<file path="config.mk">
export PLATFORM = sky130hd
export DESIGN_NAME = pcsr_status
export DESIGN_NICKNAME = d
export VERILOG_FILES = /design/src/pcsr_pkg.sv /design/src/pcsr_status.sv
export SDC_FILE = /design/constraint.sdc
export NUM_CORES = 1
export LEC_CHECK = 0
export BUFFER_PORTS_ARGS = -buffer_cell sky130_fd_sc_hd__buf_2
export CORE_MARGIN = 2
export CORE_UTILIZATION = 27
export DETAILED_ROUTE_END_ITERATION = 8
export GPL_TIMING_DRIVEN = 0
export SYNTH_ARGS = -nofsm -noshare
export SYNTH_HDL_FRONTEND = slang
export SYNTH_SLANG_ARGS = --single-unit
</file>
<file path="constraint.sdc">
create_clock -name pclk -period 2.2 [get_ports pclk]
set_input_delay 0.22 -clock pclk [delete_from_list [all_inputs] [get_ports pclk]]
set_output_delay 0.22 -clock pclk [all_outputs]
set_load 0.01 [all_outputs]
</file>
<file path="src/pcsr_pkg.sv">
package pcsr_pkg;

  // ****************************************************************
  // Register offsets (printed offsets are indices; byte address = 4 x index)
  // ****************************************************************
  localparam logic [15:0] PCSR_IDX_LOCK_STATUS = 16'h3100;
  localparam logic [15:0] PCSR_IDX_OPERATION   = 16'h3101;
  localparam logic [15:0] PCSR_IDX_STATE       = 16'h3102;
  localparam logic [15:0] PCSR_IDX_CONTROL     = 16'h3180;
  localparam logic [15:0] PCSR_IDX_IRQ_STATUS  = 16'h3181;
  localparam logic [15:0] PCSR_IDX_IRQ_MASK    = 16'h3182;

  // ****************************************************************
  // Field positions
  // ****************************************************************
  localparam int PCSR_BIT_CAL_DONE    = 5;
  localparam int PCSR_BIT_CAL_BUSY    = 4;
  localparam int PCSR_BIT_SYN_LOCK    = 3;
  localparam int PCSR_BIT_FREQ_LOCK   = 2;
  localparam int PCSR_BIT_PHASE_LOCK  = 1;
  localparam int PCSR_BIT_ALL_LOCK    = 0;
  localparam int PCSR_BIT_PROFILE_LSB = 4;
  localparam int PCSR_BIT_ACTIVE      = 3;
  localparam int PCSR_BIT_REF_SWITCH  = 2;
  localparam int PCSR_BIT_HOLDOVER    = 1;
  localparam int PCSR_BIT_FREERUN     = 0;
  localparam int PCSR_BIT_FAST_ACQUIRE_DONE   = 5;
  localparam int PCSR_BIT_FAST_ACQUIRE_ACTIVE = 4;
  // Control register bits (write 1, self clearing)
  localparam int PCSR_BIT_CTL_UPDATE    = 0;
  localparam int PCSR_BIT_CTL_FAST_ACQUIRE_CLR = 1;
  // Interrupt event bits
  localparam int PCSR_IRQ_CAL_DONE  = 0;
  localparam int PCSR_IRQ_SYN_LOSS  = 1;
  localparam int PCSR_IRQ_PH_LOSS   = 2;
  localparam int PCSR_IRQ_FAST_ACQUIRE_DONE = 3;
  localparam int PCSR_IRQ_W         = 4;

  // ****************************************************************
  // Reset values
  // ****************************************************************
  localparam logic [7:0]  PCSR_RST_BYTE  = 8'h00;
  localparam logic [2:0]  PCSR_RST_PROF  = 3'h0;
  localparam logic [PCSR_IRQ_W-1:0] PCSR_RST_IRQ = 4'h0;
  localparam logic [31:0] PCSR_RST_WORD  = 32'h0000_0000;

  // Raw loop status entering from the clock generator core
  typedef struct packed {
    logic       cal_busy;
    logic       syn_lock;
    logic       freq_lock;
    logic       phase_lock;
    logic [2:0] profile;
    logic       active;
    logic       ref_switch;
    logic       holdover;
    logic       freerun;
    logic       fast_acquire_active;
    logic       fast_acquire_done_evt;
  } pcsr_loop_type;

  // Transfer snapshot of the non-live fields
  typedef struct packed {
    logic [2:0] profile;
    logic       active;
    logic       ref_switch;
    logic       holdover;
    logic       freerun;
    logic       fast_acquire_done;
    logic       fast_acquire_active;
  } pcsr_shadow_type;

endpackage

</file>
<file path="src/pcsr_status.sv">
// Chosen here: register access over APB.
`timescale 1ns/1ps
`default_nettype none
module pcsr_status
  import pcsr_pkg::*;
(
  input  wire logic          pclk,
  input  wire logic          presetn,
  input  wire logic          psel,
  input  wire logic          penable,
  input  wire logic          pwrite,
  input  wire logic [31:0]   paddr,
  input  wire logic [31:0]   pwdata,
  output logic      [31:0]   prdata,
  output logic               pready,
  output logic               pslverr,
  input  wire pcsr_loop_type loop_in,
  output logic               irq,
  output logic               fast_acquire_clear_pulse,
  output logic               update_pulse
);

  // ****************************************************************
  // Input synchronisers (core status may come from other clocks)
  // ****************************************************************
  localparam int LW = $bits(pcsr_loop_type);
  logic [LW-1:0] sync1_r;
  logic [LW-1:0] sync2_r;
  logic          cal_busy_d_r;
  logic          acq_evt_d_r;
  pcsr_loop_type lp;

  always_ff @(posedge pclk or negedge presetn) begin
    if (!presetn) begin
      sync1_r <= '0;
      sync2_r <= '0;
    end else begin
      sync1_r <= loop_in;
      sync2_r <= sync1_r;
    end
  end

  assign lp = pcsr_loop_type'(sync2_r);

  always_ff @(posedge pclk or negedge presetn) begin
    if (!presetn) begin
      cal_busy_d_r <= 1'b0;
      acq_evt_d_r  <= 1'b0;
    end else begin
      cal_busy_d_r <= lp.cal_busy;
      acq_evt_d_r  <= lp.fast_acquire_done_evt;
    end
  end

  logic cal_start;
  logic cal_finish;
  logic acq_rise;
  assign cal_start  = lp.cal_busy & ~cal_busy_d_r;
  assign cal_finish = ~lp.cal_busy & cal_busy_d_r;
  assign acq_rise   = lp.fast_acquire_done_evt & ~acq_evt_d_r;

  // ****************************************************************
  // APB decode
  // ****************************************************************
  function automatic logic hit(input logic [31:0] a, input logic [15:0] idx);
    hit = (a == {14'h0000, idx, 2'b00});
  endfunction

  logic wr_acc;
  logic rd_acc;
  assign pready  = 1'b1;
  assign pslverr = 1'b0;
  assign wr_acc  = psel & penable & pwrite;
  assign rd_acc  = psel & penable & ~pwrite;

  logic wr_ctl;
  assign wr_ctl           = wr_acc & hit(paddr, PCSR_IDX_CONTROL);
  assign update_pulse     = wr_ctl & pwdata[PCSR_BIT_CTL_UPDATE];
  assign fast_acquire_clear_pulse = wr_ctl & pwdata[PCSR_BIT_CTL_FAST_ACQUIRE_CLR];

  // ****************************************************************
  // Live status
  // ****************************************************************
  logic cal_done_r;

  always_ff @(posedge pclk or negedge presetn) begin
    if (!presetn) begin
      cal_done_r <= 1'b0;
    end else if (cal_finish) begin
      cal_done_r <= 1'b1;
    end else if (cal_start) begin
      cal_done_r <= 1'b0;
    end
  end

  logic [7:0] lock_byte;
  always_comb begin
    lock_byte                      = PCSR_RST_BYTE;
    lock_byte[PCSR_BIT_CAL_DONE]   = cal_done_r;
    lock_byte[PCSR_BIT_CAL_BUSY]   = lp.cal_busy;
    lock_byte[PCSR_BIT_SYN_LOCK]   = lp.syn_lock;
    lock_byte[PCSR_BIT_FREQ_LOCK]  = lp.freq_lock;
    lock_byte[PCSR_BIT_PHASE_LOCK] = lp.phase_lock;
    lock_byte[PCSR_BIT_ALL_LOCK]   = lp.syn_lock & lp.phase_lock;
  end

  // ****************************************************************
  // Tracking loop state: last profile and fast-acquire done
  // ****************************************************************
  logic [2:0] last_prof_r;
  logic       acq_done_r;

  always_ff @(posedge pclk or negedge presetn) begin
    if (!presetn) begin
      last_prof_r <= PCSR_RST_PROF;
    end else if (lp.active) begin
      last_prof_r <= lp.profile;
    end
  end

  // Set wins over a clear landing in the same cycle
  always_ff @(posedge pclk or negedge presetn) begin
    if (!presetn) begin
      acq_done_r <= 1'b0;
    end else if (acq_rise) begin
      acq_done_r <= 1'b1;
    end else if (fast_acquire_clear_pulse) begin
      acq_done_r <= 1'b0;
    end
  end

  // ****************************************************************
  // Transfer shadow
  // ****************************************************************
  pcsr_shadow_type shadow_r;
  pcsr_shadow_type shadow_nxt;

  always_comb begin
    shadow_nxt.profile     = lp.active ? lp.profile : last_prof_r;
    shadow_nxt.active      = lp.active;
    shadow_nxt.ref_switch  = lp.ref_switch;
    shadow_nxt.holdover    = lp.holdover;
    shadow_nxt.freerun     = lp.freerun;
    shadow_nxt.fast_acquire_done   = acq_done_r | acq_rise;
    shadow_nxt.fast_acquire_active = lp.fast_acquire_active;
  end

  // All fields load in one edge so a read is coherent
  always_ff @(posedge pclk or negedge presetn) begin
    if (!presetn) begin
      shadow_r <= '0;
    end else if (update_pulse) begin
      shadow_r <= shadow_nxt;
    end
  end

  logic [7:0] op_byte;
  logic [7:0] st_byte;
  always_comb begin
    op_byte = PCSR_RST_BYTE;
    op_byte[PCSR_BIT_PROFILE_LSB +: 3] = shadow_r.profile;
    op_byte[PCSR_BIT_ACTIVE]           = shadow_r.active;
    op_byte[PCSR_BIT_REF_SWITCH]       = shadow_r.ref_switch;
    op_byte[PCSR_BIT_HOLDOVER]         = shadow_r.holdover;
    op_byte[PCSR_BIT_FREERUN]          = shadow_r.freerun;
    st_byte = PCSR_RST_BYTE;
    st_byte[PCSR_BIT_FAST_ACQUIRE_DONE]   = shadow_r.fast_acquire_done;
    st_byte[PCSR_BIT_FAST_ACQUIRE_ACTIVE] = shadow_r.fast_acquire_active;
  end

  // ****************************************************************
  // Interrupts: sticky status, clear on read, mask
  // ****************************************************************
  logic [PCSR_IRQ_W-1:0] irq_stat_r;
  logic [PCSR_IRQ_W-1:0] irq_mask_r;
  logic [PCSR_IRQ_W-1:0] irq_evt;
  logic                  syn_lock_d_r;
  logic                  ph_lock_d_r;

  always_ff @(posedge pclk or negedge presetn) begin
    if (!presetn) begin
      syn_lock_d_r <= 1'b0;
      ph_lock_d_r  <= 1'b0;
    end else begin
      syn_lock_d_r <= lp.syn_lock;
      ph_lock_d_r  <= lp.phase_lock;
    end
  end

  always_comb begin
    irq_evt                     = PCSR_RST_IRQ;
    irq_evt[PCSR_IRQ_CAL_DONE]  = cal_finish;
    irq_evt[PCSR_IRQ_SYN_LOSS]  = syn_lock_d_r & ~lp.syn_lock;
    irq_evt[PCSR_IRQ_PH_LOSS]   = ph_lock_d_r & ~lp.phase_lock;
    irq_evt[PCSR_IRQ_FAST_ACQUIRE_DONE] = acq_rise;
  end

  // A read clears only the bits it reported at setup, so an event that
  // lands between setup and access is kept for the next read
  always_ff @(posedge pclk or negedge presetn) begin
    if (!presetn) begin
      irq_stat_r <= PCSR_RST_IRQ;
    end else if (rd_acc && hit(paddr, PCSR_IDX_IRQ_STATUS)) begin
      irq_stat_r <= (irq_stat_r & ~prdata[PCSR_IRQ_W-1:0]) | irq_evt;
    end else begin
      irq_stat_r <= irq_stat_r | irq_evt;
    end
  end

  always_ff @(posedge pclk or negedge presetn) begin
    if (!presetn) begin
      irq_mask_r <= PCSR_RST_IRQ;
    end else if (wr_acc && hit(paddr, PCSR_IDX_IRQ_MASK)) begin
      irq_mask_r <= pwdata[PCSR_IRQ_W-1:0];
    end
  end

  assign irq = |(irq_stat_r & irq_mask_r);

  // ****************************************************************
  // Read data register
  // ****************************************************************
  logic [31:0] rdata_nxt;
  always_comb begin
    rdata_nxt = PCSR_RST_WORD;
    if (hit(paddr, PCSR_IDX_LOCK_STATUS)) begin
      rdata_nxt[7:0] = lock_byte;
    end else if (hit(paddr, PCSR_IDX_OPERATION)) begin
      rdata_nxt[7:0] = op_byte;
    end else if (hit(paddr, PCSR_IDX_STATE)) begin
      rdata_nxt[7:0] = st_byte;
    end else if (hit(paddr, PCSR_IDX_IRQ_STATUS)) begin
      rdata_nxt[PCSR_IRQ_W-1:0] = irq_stat_r;
    end else if (hit(paddr, PCSR_IDX_IRQ_MASK)) begin
      rdata_nxt[PCSR_IRQ_W-1:0] = irq_mask_r;
    end
  end

  // Captured in the setup cycle so data is ready for the access edge
  always_ff @(posedge pclk or negedge presetn) begin
    if (!presetn) begin
      prdata <= PCSR_RST_WORD;
    end else if (psel && !penable && !pwrite) begin
      prdata <= rdata_nxt;
    end
  end
endmodule
`default_nettype wire

</file>
==> flow_summary.json <==
{
  "outcome": "complete, no violations",
  "worstSkewPairLatency_ns": 0.34,
  "cp_data_required_time_ns": 1.98,
  "drtAntennaViolNets": 0,
  "swShare_pct": 21.3,
  "final_cell_mix": "buf_2 (62), dfrtp_1 (59), buf_4 (31), conb_1 (27), mux2_2 (17)",
  "whs_ns": 0.120,
  "start_kind": "primary input",
  "vias_per_cell": 4.29,
  "ys_types": 39,
  "clock_power_share_pct": 47.3,
  "min_from": "pwdata[2]",
  "setup-violations-final": 0,
  "end_kind": "primary output",
  "crit_path_frequent_cell": "buf_2",
  "rsz0062_at_grt": "false",
  "wl_um": 5720,
  "wl_per_cell_um": 12.3,
  "cpLargestDelayFamily": "simple AND/OR/NAND/NOR gates",
  "clk_pin_slew_ns": 0.06,
  "cts_root_buffer": "clkbuf_8",
  "vias": 1989,
  "antennaDiodeCount": 0,
  "grt_use_total_pct": 11.7,
  "tightest_slew_ns": 0.713,
  "drive_gt1_share_pct": 40.3,
  "dp.final_hpwl_um": 4300,
  "ys_seq_area_share_pct": 57.2,
  "ios": 119,
  "power.switching_uw": 546,
  "grt_pass1_vias": 1908,
  "drc_errors": 0,
  "critPathLaunch": "paddr[5]",
  "hp-class": "primary input to flop",
  "dpl.cell_count": 431,
  "utilization_pct": 38.6,
  "drtIter0Drc": 127,
  "cap_viol_max_count": 0,
  "ir_drop_v": 0.000469,
  "rows": 35,
  "p_int_mw": 2.01,
  "core_area_um2": 9240,
  "grt_pass1_wl_um": 9050,
  "start_util_pct": 27.9,
  "clk_path_buf_depth": 2,
  "cts_buffers": 9,
  "fin_area_um2": 3570,
  "firstDrtPassIters": 4,
  "cp.arrival_ns": 1.67,
  "timing.rr.start": "lp[9]$_DFF_PN0_",
  "layout_commonest_cell": "buf_2",
  "antenna_found_initial": 0,
  "h-tree-depth": 3,
  "grt_max_degree": 60,
  "ff2ff_setup_slack_ns": 0.91,
  "power.leakage_nw": 1.75,
  "syn_avg_cell_area_um2": 12.1,
  "die_h_um": 102,
  "cp_num_buf_inv": 2,
  "worstPathMaxFanout": 10,
  "die_x_um": 102,
  "cts_tree": "built",
  "pwr_density_cell_nw_per_um2": 718,
  "clock_skew_ns": 0.00773,
  "max_clock_freq_ghz": 0.528,
  "dp_worst_setup_slack_ns": -0.0361,
  "slowest_delay_ns": 0.50,
  "critPathKind": "primary input to primary output",
  "period_needed_ns": 1.89,
  "placed_area_um2": 3150,
  "synthCells": 214,
  "drv_slew": 0,
  "cp_slowest_cell": "nor4_4",
  "power_frac_seq_pct": 44.3,
  "fp.dieArea_um2": 10400,
  "gr-total-overflow": 0,
  "combPwrFrac_pct": 8.5,
  "final_nets": 413,
  "relSlewSlack_pct": 52.4,
  "place_congestion": 0.871,
  "hold_viol": 0,
  "area_growth_pct": 38.2,
  "cp_cell_sequence": "buf_2, nor4_4, nand4_4, nor3_1, buf_2",
  "finalWorstSetupSlack_ns": 0.307,
  "final_cells": 464,
  "io_buffers": 63,
  "clock_sinks": 59,
  "final.period_utilization_pct": 86.0,
  "synth.cell_area_um2": 2580,
  "synth_warnings": 0,
  "ys_seq_elements": 59
}
[per-layer routing]
layer	track usage, %	share of wire [%]	up-vias
li1	-	-	954
met1	13.7	43	926
met2	18.9	45	96
met3	4.69	9.3	13
met4	5.51	2.7	0
met5	0	0	-
[Yosys cell counts]
cell type  count  area, µm²
and4bb_2       1       12.5
dfrtp_1       59       1480
nor4bb_1       1       10.0
nand4_2        1       12.5
a22oi_1        2       15.0
mux2_2        17        191
buf_4         27        203
nand2b_1       3       18.8
nor3b_1        2       15.0
o22ai_1        6       37.5
and4_1         2       17.5
nor2b_1        2       12.5
nand4_4        1       21.3
a21oi_1        4       20.0
or2_2          2       12.5
nor4_1         8       50.1
o21ai_0        6       30.0
clkbuf_1       4       15.0
a21o_1         1       7.51
nor2_1         5       18.8
inv_1         14       52.6
nor4_4         1       21.3
and4bb_4       1       16.3
a221oi_1       2       17.5
or4_1          2       15.0
a2111oi_0      1       8.76
or3b_2         1       8.76
nand2_1        5       18.8
nand4b_1       1       8.76
conb_1         2       7.51
nand4_1        4       25.0
o31ai_1        1       7.51
and2_1         1       6.26
ha_1           1       12.5
nand3_1        9       45.0
nor3_4         1       16.3
a22o_1         4       35.0
nor3_1         5       25.0
nor4b_1        4       35.0
[repair_timing]
action	in CTS	in global routing
hold buffers	13	1
setup endpoints to repair	0	1
hold endpoints to repair	13	1
resized for setup	0	0
buffers inserted	0	3
[kinds of logic after synthesis]
| family | Yosys count | synth area share [%] |
|---|---|---|
| simple gates | 63 | 17.2 |
| flops | 59 | 57.2 |
| buf+inv | 45 | 10.5 |
| compound gates | 27 | 6.94 |
| mux | 17 | 7.42 |
| other cells | 2 | 0.291 |
| fa+ha+maj | 1 | 0.485 |
[registers in the layout, indices dropped and copies added (netlist names), 2 cells and up]
register,count
lp,13
op_byte,7
prdata,7
irq_mask_r,4
last_prof_r,3
sync1_r,13
shadow_r,2
irq_stat_r,4
[stage by stage]
step / power, mW / TNS [ns]
6_report: 2.56 / 0
3_3_place_gp: 1.35 / -0.269
3_5_place_dp: 1.35 / -0.258
2_1_floorplan: 1.26 / 0
5_1_grt: 2.67 / 0
4_1_cts: 2.59 / 0
[worst register-to-register path: cells and delay by family, from the launching register on]
| kind | cells | cell delay [ns] |
|---|---|---|
| flops | 1 | 0.41 |
| compound gates | 3 | 0.62 |
| simple gates | 1 | 0.15 |
[power by group through the flow]
stage / combinational, mW / clock [mW] / sequential [mW]
finish: 0.217 / 1.21 / 1.13
global route: 0.244 / 1.29 / 1.14
CTS: 0.216 / 1.25 / 1.13
detailed placement: 0.197 / 0 / 1.15
global placement: 0.195 / 0 / 1.15
floorplan: 0.107 / 0 / 1.15
[final timing paths]
kind / cells past startpoint / end
setup / recovery: 5 / fast_acquire_clear_pulse
hold / removal: 2 / irq_mask_r[2]$_DFFE_PN0P_
setup reg to reg: 4 / prdata[1]$_DFFE_PN0P_
hold reg to reg: 0 / lp[11]$_DFF_PN0_
max in group asynchronous: 2 / irq_stat_r[0]$_DFF_PN0_
min in group asynchronous: 2 / irq_mask_r[3]$_DFFE_PN0P_
[final cells by class]
| type | instances | area [µm²] |
|---|---|---|
| fill | 905 | 5670 |
| sequential | 59 | 1480 |
| multi-input combinational | 135 | 927 |
| timing repair buffer | 80 | 480 |
| buffer | 31 | 218 |
| tap | 129 | 161 |
| clock buffer | 10 | 138 |
| clock inverter | 6 | 113 |
| inverter | 14 | 52.6 |
No activity file was read; power rests on OpenSTA's default activity.
